$ cat config.mk
export PLATFORM = sky130hd
export DESIGN_NAME = hsd_hook_supervision
export DESIGN_NICKNAME = d
export VERILOG_FILES = /design/src/hsd_pkg.sv /design/src/hsd_hook_supervision.sv /design/src/hsd_coef_mem.sv /design/src/hsd_chan.sv
export SDC_FILE = /design/constraint.sdc
export NUM_CORES = 2
export LEC_CHECK = 0
export ABC_CLOCK_PERIOD_IN_PS = 6100
export BUFFER_PORTS_ARGS = -buffer_cell sky130_fd_sc_hd__buf_2
export CAP_MARGIN = 10
export CORE_ASPECT_RATIO = 0.7
export CORE_MARGIN = 2
export CORE_UTILIZATION = 40
export CTS_CLUSTER_DIAMETER = 60
export DETAILED_ROUTE_END_ITERATION = 10
export PLACE_DENSITY_LB_ADDON = 0.25
export SYNTH_ARGS = -nofsm -noshare
export SYNTH_HDL_FRONTEND = slang
export SYNTH_SLANG_ARGS = --single-unit
$ cat constraint.sdc
create_clock -name clk_sys -period 6.1 [get_ports clk_sys]
set_input_delay 1.22 -clock clk_sys [delete_from_list [all_inputs] [get_ports clk_sys]]
set_output_delay 1.22 -clock clk_sys [all_outputs]
set_load 0.005 [all_outputs]
$ cat src/hsd_pkg.sv
// Shared constants, carrier types and decode helpers for hook supervision
package hsd_pkg;

   localparam int NCH = 4;
   localparam int SW  = 16;

   // Register byte offsets
   localparam logic [7:0] OFF_MODE   = 8'h00;
   localparam logic [7:0] OFF_THRSRC = 8'h04;
   localparam logic [7:0] OFF_OFFSEL = 8'h08;
   localparam logic [7:0] OFF_METER  = 8'h0c;
   localparam logic [7:0] OFF_MASK   = 8'h10;
   localparam logic [7:0] OFF_STATUS = 8'h14;
   localparam logic [7:0] OFF_COEF   = 8'h40;
   localparam logic [1:0] COEF_TOP   = 2'h1;

   // Field positions in the channel mode register
   localparam int MODE_ACT  = 0;
   localparam int MODE_STBY = 4;
   localparam int MODE_SCAN = 8;
   localparam int MODE_LIM  = 12;
   localparam int MODE_SER  = 24;
   localparam int MODE_W    = 25;

   // Reset values
   localparam logic [MODE_W-1:0] RST_MODE   = 25'h0;
   localparam logic [NCH-1:0]    RST_THRSRC = 4'hf;
   localparam logic [NCH-1:0]    RST_OFFSEL = 4'hf;
   localparam logic [15:0]       RST_METER  = 16'h0;
   localparam logic              RST_MASK   = 1'b0;

   // Encodings
   localparam logic [2:0] LIM_ACTIVE  = 3'h0;
   localparam logic [2:0] LIM_EXTRING = 3'h1;
   localparam logic [2:0] LIM_SLEEP   = 3'h6;
   localparam logic [3:0] METER_RING_TRIP_SENSE_INPUT  = 4'hc;
   localparam logic [1:0] CW_THR      = 2'h0;
   localparam logic [1:0] CW_HYST     = 2'h1;
   localparam logic [1:0] CW_OFF      = 2'h2;

   // Loop current scale: one code step is 10 uA
   localparam int LSB_UA      = 10;
   localparam int ROM_THR_UA  = 7000;
   localparam int ROM_HYST_UA = 2000;
   localparam int MAX_THR_UA  = 20000;
   localparam logic [SW-1:0] ROM_THR  = SW'(ROM_THR_UA / LSB_UA);
   localparam logic [SW-1:0] ROM_HYST = SW'(ROM_HYST_UA / LSB_UA);
   localparam logic [SW-1:0] MAX_THR  = SW'(MAX_THR_UA / LSB_UA);

   typedef struct packed {
      logic [SW-1:0] rt;
      logic [SW-1:0] dc;
   } hsd_sample_t;

   typedef struct packed {
      logic [SW-1:0] thr;
      logic [SW-1:0] hyst;
      logic [SW-1:0] off;
   } hsd_coef_t;

   typedef struct packed {
      logic       valid;
      logic [1:0] chan;
      logic       scan_en;
      logic [2:0] mode;
   } hsd_ci_t;

   typedef enum logic [1:0] {
      AP_IDLE = 2'b00,
      AP_WAIT = 2'b01,
      AP_DONE = 2'b11
   } hsd_apb_st_t;

   // Line interface set up for supervision: active or external ringing
   function automatic logic hsd_mode_ok(input logic scan, input logic [2:0] mode);
      return scan && (mode == LIM_ACTIVE || mode == LIM_EXTRING);
   endfunction

   function automatic logic hsd_is_coef(input logic [7:0] addr);
      return addr[7:6] == COEF_TOP;
   endfunction

endpackage

$ cat src/hsd_hook_supervision.sv
// Top of four-channel hook supervision with APB register access
//
// Overview of operation
// - Meter source select 1100 routes ring-trip sense into the threshold comparator.
// - Threshold source bit 1 uses fixed 7 mA; 0 uses programmed threshold word.
// - Programmed threshold word covers zero up to 20 mA.
// - One hook status bit per channel; 0 on-hook, 1 off-hook or ring trip.
// - Offset select 0 applies programmed offset word; 1, the default, applies zero.
// - In serial control mode, scan enable and mode field come from command byte.
// - In active mode compare filtered loop level with threshold; exceed sets hook.
// - Hook bit setting raises interrupt at the same time unless masked.
// - On-hook threshold equals off-hook threshold minus hysteresis.
// - Hysteresis defaults to 2 mA and is programmable by a coefficient word.
// - Every change of any hook bit interrupts when unmasked; none when masked.
`timescale 1ns/10ps
module hsd_hook_supervision (
   input  wire logic                      clk_sys,
   input  wire logic                      rst,
   input  wire logic                      psel,
   input  wire logic                      penable,
   input  wire logic                      pwrite,
   input  wire logic [7:0]                paddr,
   input  wire logic [31:0]               pwdata,
   output logic      [31:0]               prdata,
   output logic                           pready,
   output logic                           pslverr,
   input  wire logic                      sample_valid,
   input  wire hsd_pkg::hsd_sample_t [3:0] sample,
   input  wire hsd_pkg::hsd_ci_t          ci_cmd,
   output logic      [3:0]                hook_status,
   output logic                           hook_irq
);

   ////////////////////////////////////////////////////////////////////////////
   // Registers and state

   logic [hsd_pkg::MODE_W-1:0] channel_mode_reg;
   logic [3:0]                 threshold_source_reg;
   logic [3:0]                 offset_select_reg;
   logic [15:0]                meter_config_reg;
   logic                       interrupt_mask_reg;
   logic [3:0]                 ci_scan;
   logic [11:0]                ci_mode;
   hsd_pkg::hsd_apb_st_t       apb_st;
   hsd_pkg::hsd_apb_st_t       next_apb_st;
   logic [31:0]                next_rdata;
   logic                       next_err;
   logic                       setup;
   logic                       wr;
   logic [15:0]                mem_apb_rd;
   logic [15:0]                mem_scan_rd;
   logic [3:0]                 scan_idx;
   logic [3:0]                 scan_q;
   hsd_pkg::hsd_coef_t [3:0]   coef;
   logic [3:0]                 ch_en;
   logic [3:0]                 next_hook;

   assign setup = psel && !penable;
   assign wr    = psel && penable && pwrite && pready;

   ////////////////////////////////////////////////////////////////////////////
   // APB transfer sequencing

   // Coefficient reads need one extra cycle for the registered memory port
   always_comb
   begin
      next_apb_st = apb_st;
      unique case (apb_st)
         hsd_pkg::AP_IDLE:
            if (setup)
               next_apb_st = (hsd_pkg::hsd_is_coef(paddr) && !pwrite) ? hsd_pkg::AP_WAIT : hsd_pkg::AP_DONE;
         hsd_pkg::AP_WAIT:
            next_apb_st = hsd_pkg::AP_DONE;
         hsd_pkg::AP_DONE:
            next_apb_st = hsd_pkg::AP_IDLE;
         default:
            next_apb_st = hsd_pkg::AP_IDLE;
      endcase
   end

   always_ff @(posedge clk_sys)
   begin
      if (rst)
         apb_st <= hsd_pkg::AP_IDLE;
      else
         apb_st <= next_apb_st;
   end

   // Read data and error decode; reserved bits read as zero
   always_comb
   begin
      next_rdata = 32'h0000_0000;
      next_err = 1'b0;
      if (hsd_pkg::hsd_is_coef(paddr))
         next_err = 1'b0;
      else
      begin
         unique case (paddr)
            hsd_pkg::OFF_MODE:   next_rdata = 32'(channel_mode_reg);
            hsd_pkg::OFF_THRSRC: next_rdata = 32'(threshold_source_reg);
            hsd_pkg::OFF_OFFSEL: next_rdata = 32'(offset_select_reg);
            hsd_pkg::OFF_METER:  next_rdata = 32'(meter_config_reg);
            hsd_pkg::OFF_MASK:   next_rdata = 32'(interrupt_mask_reg);
            hsd_pkg::OFF_STATUS: next_rdata = 32'(hook_status);
            default:             next_err = 1'b1;
         endcase
      end
   end

   // Answer signals all leave flip-flops
   always_ff @(posedge clk_sys)
   begin
      if (rst)
      begin
         prdata <= 32'h0000_0000;
         pready <= 1'b0;
         pslverr <= 1'b0;
      end
      else
      begin
         pready <= (next_apb_st == hsd_pkg::AP_DONE);
         if (apb_st == hsd_pkg::AP_IDLE && setup)
         begin
            prdata <= next_rdata;
            pslverr <= next_err;
         end
         else if (apb_st == hsd_pkg::AP_WAIT)
            prdata <= {16'h0000, mem_apb_rd};
         else if (apb_st == hsd_pkg::AP_DONE)
            pslverr <= 1'b0;
      end
   end

   ////////////////////////////////////////////////////////////////////////////
   // Control registers

   // Writes land only at the edge that completes the access phase
   always_ff @(posedge clk_sys)
   begin
      if (rst)
      begin
         channel_mode_reg <= hsd_pkg::RST_MODE;
         threshold_source_reg <= hsd_pkg::RST_THRSRC;
         offset_select_reg <= hsd_pkg::RST_OFFSEL;
         meter_config_reg <= hsd_pkg::RST_METER;
         interrupt_mask_reg <= hsd_pkg::RST_MASK;
      end
      else if (wr)
      begin
         unique case (paddr)
            hsd_pkg::OFF_MODE:   channel_mode_reg <= pwdata[hsd_pkg::MODE_W-1:0];
            hsd_pkg::OFF_THRSRC: threshold_source_reg <= pwdata[3:0];
            hsd_pkg::OFF_OFFSEL: offset_select_reg <= pwdata[3:0];
            hsd_pkg::OFF_METER:  meter_config_reg <= pwdata[15:0];
            hsd_pkg::OFF_MASK:   interrupt_mask_reg <= pwdata[0];
            default:             ;
         endcase
      end
   end

   // Downstream command byte shadow for serial control mode
   always_ff @(posedge clk_sys)
   begin
      if (rst)
      begin
         ci_scan <= 4'h0;
         ci_mode <= 12'h000;
      end
      else if (ci_cmd.valid)
      begin
         ci_scan[ci_cmd.chan] <= ci_cmd.scan_en;
         ci_mode[ci_cmd.chan*3 +: 3] <= ci_cmd.mode;
      end
   end

   ////////////////////////////////////////////////////////////////////////////
   // Coefficient store and round-robin working copy

   hsd_coef_mem u_mem (
      .clk_sys   (clk_sys),
      .rst       (rst),
      .wr_en     (wr && hsd_pkg::hsd_is_coef(paddr)),
      .wr_idx    (paddr[5:2]),
      .wr_data   (pwdata[15:0]),
      .rd_a_idx  (paddr[5:2]),
      .rd_a_data (mem_apb_rd),
      .rd_b_idx  (scan_idx),
      .rd_b_data (mem_scan_rd)
   );

   // Working copy trails a coefficient write by at most 17 cycles
   always_ff @(posedge clk_sys)
   begin
      if (rst)
      begin
         scan_idx <= 4'h0;
         scan_q <= 4'h0;
      end
      else
      begin
         scan_idx <= scan_idx + 4'h1;
         scan_q <= scan_idx;
      end
   end

   // One shared threshold word per channel serves off-hook and ring trip
   always_ff @(posedge clk_sys)
   begin
      if (rst)
         coef <= '0;
      else
      begin
         unique case (scan_q[1:0])
            hsd_pkg::CW_THR:  coef[scan_q[3:2]].thr <= mem_scan_rd;
            hsd_pkg::CW_HYST: coef[scan_q[3:2]].hyst <= mem_scan_rd;
            hsd_pkg::CW_OFF:  coef[scan_q[3:2]].off <= mem_scan_rd;
            default:          ;
         endcase
      end
   end

   ////////////////////////////////////////////////////////////////////////////
   // Channels

   generate
      for (genvar i = 0; i < hsd_pkg::NCH; i++)
      begin : g_ch
         logic       eff_scan;
         logic [2:0] eff_mode;

         // Sleep comparator lives elsewhere, so standby stops this path
         always_comb
         begin
            eff_scan = channel_mode_reg[hsd_pkg::MODE_SER] ? ci_scan[i]
                                                           : channel_mode_reg[hsd_pkg::MODE_SCAN+i];
            eff_mode = channel_mode_reg[hsd_pkg::MODE_SER] ? ci_mode[i*3 +: 3]
                                                           : channel_mode_reg[hsd_pkg::MODE_LIM+i*3 +: 3];
            ch_en[i] = channel_mode_reg[hsd_pkg::MODE_ACT+i] && !channel_mode_reg[hsd_pkg::MODE_STBY+i]
                       && hsd_pkg::hsd_mode_ok(eff_scan, eff_mode);
         end

         hsd_chan u_chan (
            .clk_sys      (clk_sys),
            .rst          (rst),
            .enable       (ch_en[i]),
            .sample_valid (sample_valid),
            .sample       (sample[i]),
            .meter_sel    (meter_config_reg[i*4 +: 4]),
            .thr_from_rom (threshold_source_reg[i]),
            .off_from_rom (offset_select_reg[i]),
            .coef         (coef[i]),
            .next_hook    (next_hook[i]),
            .hook         (hook_status[i])
         );

      end
   endgenerate

   ////////////////////////////////////////////////////////////////////////////
   // Interrupt pulse

   // Raised on the same edge the status changes, so software sees both together
   always_ff @(posedge clk_sys)
   begin
      if (rst)
         hook_irq <= 1'b0;
      else
         hook_irq <= (next_hook != hook_status) && !interrupt_mask_reg;
   end
endmodule // hsd_hook_supervision

$ cat src/hsd_coef_mem.sv
// Coefficient word store with one write port and two registered read ports
`timescale 1ns/10ps
module hsd_coef_mem (
   input  wire logic        clk_sys,
   input  wire logic        rst,
   input  wire logic        wr_en,
   input  wire logic [3:0]  wr_idx,
   input  wire logic [15:0] wr_data,
   input  wire logic [3:0]  rd_a_idx,
   output logic      [15:0] rd_a_data,
   input  wire logic [3:0]  rd_b_idx,
   output logic      [15:0] rd_b_data
);

   logic [15:0] mem [16];

   // Storage carries no reset; software loads words before relying on them
   always_ff @(posedge clk_sys)
   begin
      if (wr_en)
      begin
         mem[wr_idx] <= wr_data;
      end
   end

   // Both read ports registered
   always_ff @(posedge clk_sys)
   begin
      if (rst)
      begin
         rd_a_data <= 16'h0000;
         rd_b_data <= 16'h0000;
      end
      else
      begin
         rd_a_data <= mem[rd_a_idx];
         rd_b_data <= mem[rd_b_idx];
      end
   end

endmodule // hsd_coef_mem

$ cat src/hsd_chan.sv
// One channel of loop supervision: source select, offset, threshold, hysteresis
`timescale 1ns/10ps
module hsd_chan (
   input  wire logic                clk_sys,
   input  wire logic                rst,
   input  wire logic                enable,
   input  wire logic                sample_valid,
   input  wire hsd_pkg::hsd_sample_t sample,
   input  wire logic [3:0]          meter_sel,
   input  wire logic                thr_from_rom,
   input  wire logic                off_from_rom,
   input  wire hsd_pkg::hsd_coef_t  coef,
   output logic                     next_hook,
   output logic                     hook
);

   logic [15:0] src;
   logic [15:0] offs;
   logic [17:0] sum;
   logic [15:0] level;
   logic [15:0] thr;
   logic [15:0] hys;
   logic [15:0] on_thr;

   // Input routing, offset and threshold selection
   always_comb
   begin
      src = (meter_sel == hsd_pkg::METER_RING_TRIP_SENSE_INPUT) ? sample.rt : sample.dc;
      offs = off_from_rom ? 16'h0000 : coef.off;
      sum = {2'b00, src} + {{2{offs[15]}}, offs};
      // Saturate so a large negative offset cannot wrap into off-hook
      if (sum[17])
         level = 16'h0000;
      else if (sum[16])
         level = 16'hffff;
      else
         level = sum[15:0];
      if (thr_from_rom)
         thr = hsd_pkg::ROM_THR;
      else if (coef.thr > hsd_pkg::MAX_THR)
         thr = hsd_pkg::MAX_THR;
      else
         thr = coef.thr;
      hys = thr_from_rom ? hsd_pkg::ROM_HYST : coef.hyst;
      on_thr = (hys > thr) ? 16'h0000 : 16'(thr - hys);
   end

   // Hook decision with hysteresis; held while supervision is off
   always_comb
   begin
      next_hook = hook;
      if (enable && sample_valid)
      begin
         if (!hook && level > thr)
            next_hook = 1'b1;
         else if (hook && level < on_thr)
            next_hook = 1'b0;
      end
   end

   always_ff @(posedge clk_sys)
   begin
      if (rst)
         hook <= 1'b0;
      else
         hook <= next_hook;
   end
endmodule // hsd_chan

==> run summary <==
outcome - completed
placed cell areas - 0.0376 mm²
number of synthesized flops with an enable pin - 256
leading area contributor after synthesis - edfxtp_1
cts hold-fix bufs - 0
Skew-Pair Late Insertion Delay - 0.69 ns
fmax - 0.171 GHz
Setup Slack @ Placement - -0.0702 ns
gr ovfl total - 0
Primary FF master, synth - dfxtp_1
peak supply drop - 272 µV
Root Driver - clkbuf_16
TritonCTS Buffers - 60
mean number of vias per cell - 5.69
part of the cycle the worst path needs - 95.7%
Synth Area in Adders - 9.97%
Clock Sinks - 584
DPL Wire Length - 69700 µm
R2R setup slack - 0.26 ns
DRT iter0 DRCs - 2655
R2R cell count - 25
Least-Margin Pin Slew - 1.25 ns
Total Wirelength - 103000 µm
Worst Slack Setup Final - 0.259 ns
top cells by count, synth - nor2_1, dfxtp_1, ha_1
post-synthesis instance total - 3374
Cell Area, Synth - 0.0349 mm²
pwr dens - 227 mW/mm²
hold worst-path end - ci_scan[3]$_SDFFE_PP0P_
clock skew - 0.0659 ns
Setup crit start - coef[128]$_SDFFE_PP0P_
final net count - 4031
TritonCTS clock tree - yes
worst r2r dst - hook_irq$_SDFF_PP0_
IO Pins - 220
post-synthesis mux area share - 12.6%
share of cells above drive strength 1 - 19.6%
ranking of synthesized cells by area - edfxtp_1, dfxtp_1, mux4_2, ha_1, nor2_1
Die W - 357 µm
antenna violations before repair - 8
Final min period - 5.84 ns
Row Count - 90
post-synth top area share - 22.1%
drt first pass iters - 6
Slew Viols, Final - 0
Synth-to-Final Area Change - 14.2%
vias in the first global route - 25.6k
Simple-Gate Fraction of Synth Area - 15.1%
Seq/Total Area, Yosys - 40.9%
Pleak - 0.0151 µW
post-synthesis compound-gate area fraction - 15.4%
DIE HEIGHT - 251 µm
max reg flops - 256
synthesized flop and latch total - 584
Yosys cell types - 79
largest family of logic cells by synthesized area - compound AO/OA/AOI/OAI gates
DRC Markers - 0
total power - 9050 µW
largest net degree at the start of global routing - 145
nature of the critical path startpoint - flip-flop
Worst-path clk slew - 0.07 ns
post-route ant nets - 0
Synth Area in XOR/XNOR - 2.48%
Clock H-tree levels - 2
Core Region - 0.0863 mm²
fin area - 0.0398 mm²
clock buffer depth - 3
critical path class - reg2reg
CP Capture Type - flip-flop
final setup fails - 0
PortBufs - 204
Crit path arrival time - 6.39 ns
warnings from Yosys - 0
worst r2r src - coef[128]$_SDFFE_PP0P_
global-route wire length before repair - 157000 µm
min-delay worst type - reg2reg
CP Max Fanout - 3
Max-Cap Viols - 0
total track usage - 22.7%
share of flip-flops with an asynchronous set or reset - 0%
DIE AREA - 0.0896 mm²
Crit path required time - 6.65 ns
hold depth - 2
RePlAce Congestion - 0.889
Initial Util - 40.4%
Largest regs - u_mem.mem x256, coef x192
most common cell in the synthesized netlist - nor2_1
Via Count - 27.2k
syn_area_per_cell - 10.3 µm²
Largest Register - u_mem.mem
Final Hold Viols - 0
min-delay src - ci_scan[3]$_SDFFE_PP0P_
worst relative slew slack - 16.7%
Avg WL per Cell - 21.5 µm
-- kinds of logic (layout without fill, tap and decap cells) --
group,count (synthesis),in the layout
adder cells (fa/ha/maj),273,273
buffers and inverters,308,516
multiplexers,231,231
XOR/XNOR,98,98
AO/OA/AOI/OAI,775,775
other,2,53
flip-flops,584,584
AND/OR/NAND/NOR,1103,1103
-- stage by stage --
| stage | util [%] | cells | setup TNS [ns] | hold WS (ns) |
|---|---|---|---|---|
| after floorplan | - | 3419 | 0 | 0.431 |
| after global placement | 43.6 | 4661 | 0 | 0.446 |
| after detailed placement | 43.6 | 4661 | -0.0702 | 0.444 |
| after global routing | 46.1 | 4779 | -0.0362 | 0.478 |
| after CTS | 46.0 | 4773 | 0 | 0.454 |
| final | 46.1 | 4783 | 0 | 0.454 |
-- per-layer routing --
layer	global-route usage, %	up-vias	wire [µm]
li1	-	13003	-
met1	34.3	13184	49000
met2	33.4	908	43600
met3	4.55	115	8630
met4	4.86	4	1810
met5	0	-	26
-- cell type report --
type	count	area, µm²
diodes	6	15.0
inverters	106	398
fillers	8108	46500
multi-input cells	2527	19800
flip-flops and latches	584	14300
clock buffers	84	1720
well taps	1150	1440
clock inverters	28	340
repair buffers	298	1790
-- placed cells by master (no fill, tap or decap), types with 13 or more instances in the layout --
master	count
nor2_1	366
dfxtp_1	325
ha_1	265
edfxtp_1	256
nand2_1	238
a21oi_1	205
buf_2	202
mux4_2	160
nor2b_1	123
a22oi_1	114
inv_1	106
a32oi_1	97
buf_4	90
nand2b_1	79
a21o_1	72
o21ai_0	65
mux2_2	64
nor3_1	63
xnor2_1	61
clkbuf_16	60
nand3_1	51
conb_1	47
o21a_1	39
xor2_1	35
nand4_1	30
a31oi_1	23
or2_2	22
or3_1	19
a221oi_1	18
o21bai_1	16
a211o_1	15
o211ai_1	15
nor2_4	14
clkbuf_8	14
nor3_2	13
a22o_1	13
-- timing repair --
action / 4_1_cts / 5_1_grt
gates resized for setup: 0 / 28
setup endpoints to repair: 0 / 5
buffers inserted: 0 / 2
-- critical path, cell delays in order (launching register included) --
cell	delay, ns
dfxtp_1	0.33
or4_1	0.55
a21oi_1	0.17
nor3_1	0.10
nor3_1	0.26
and2_4	0.20
inv_1	0.04
ha_1	0.21
fa_1	0.47
nor2b_1	0.14
o21ai_0	0.13
a21oi_1	0.22
o21ai_2	0.11
a2111o_1	0.50
a21boi_1	0.19
o21ai_0	0.12
and4_1	0.22
a31oi_1	0.16
ha_1	0.17
nand4_1	0.22
nor2_2	0.22
o21ai_0	0.11
o31a_1	0.30
a41o_2	0.29
nor4_2	0.22
a31oi_1	0.10
-- worst max-delay path by stage --
| stage | to | slack (ns) | cells past startpoint |
|---|---|---|---|
| 6_report | hook_irq$_SDFF_PP0_ | 0.26 | 25 |
| 3_3_place_gp | hook_irq$_SDFF_PP0_ | 0.02 | 22 |
| 5_1_grt | hook_irq$_SDFF_PP0_ | -0.04 | 25 |
| 3_5_place_dp | hook_irq$_SDFF_PP0_ | -0.07 | 22 |
| 2_1_floorplan | hook_irq$_SDFF_PP0_ | 0.39 | 22 |
| 4_1_cts | hook_irq$_SDFF_PP0_ | 0.13 | 28 |
-- power by group --
part | internal (µW) | switching [µW]
logic | 423 | 603
registers | 4120 | 77.2
clock network | 2130 | 1700
total | 6670 | 2380
Note: power is estimated with default switching activity, not from simulation.
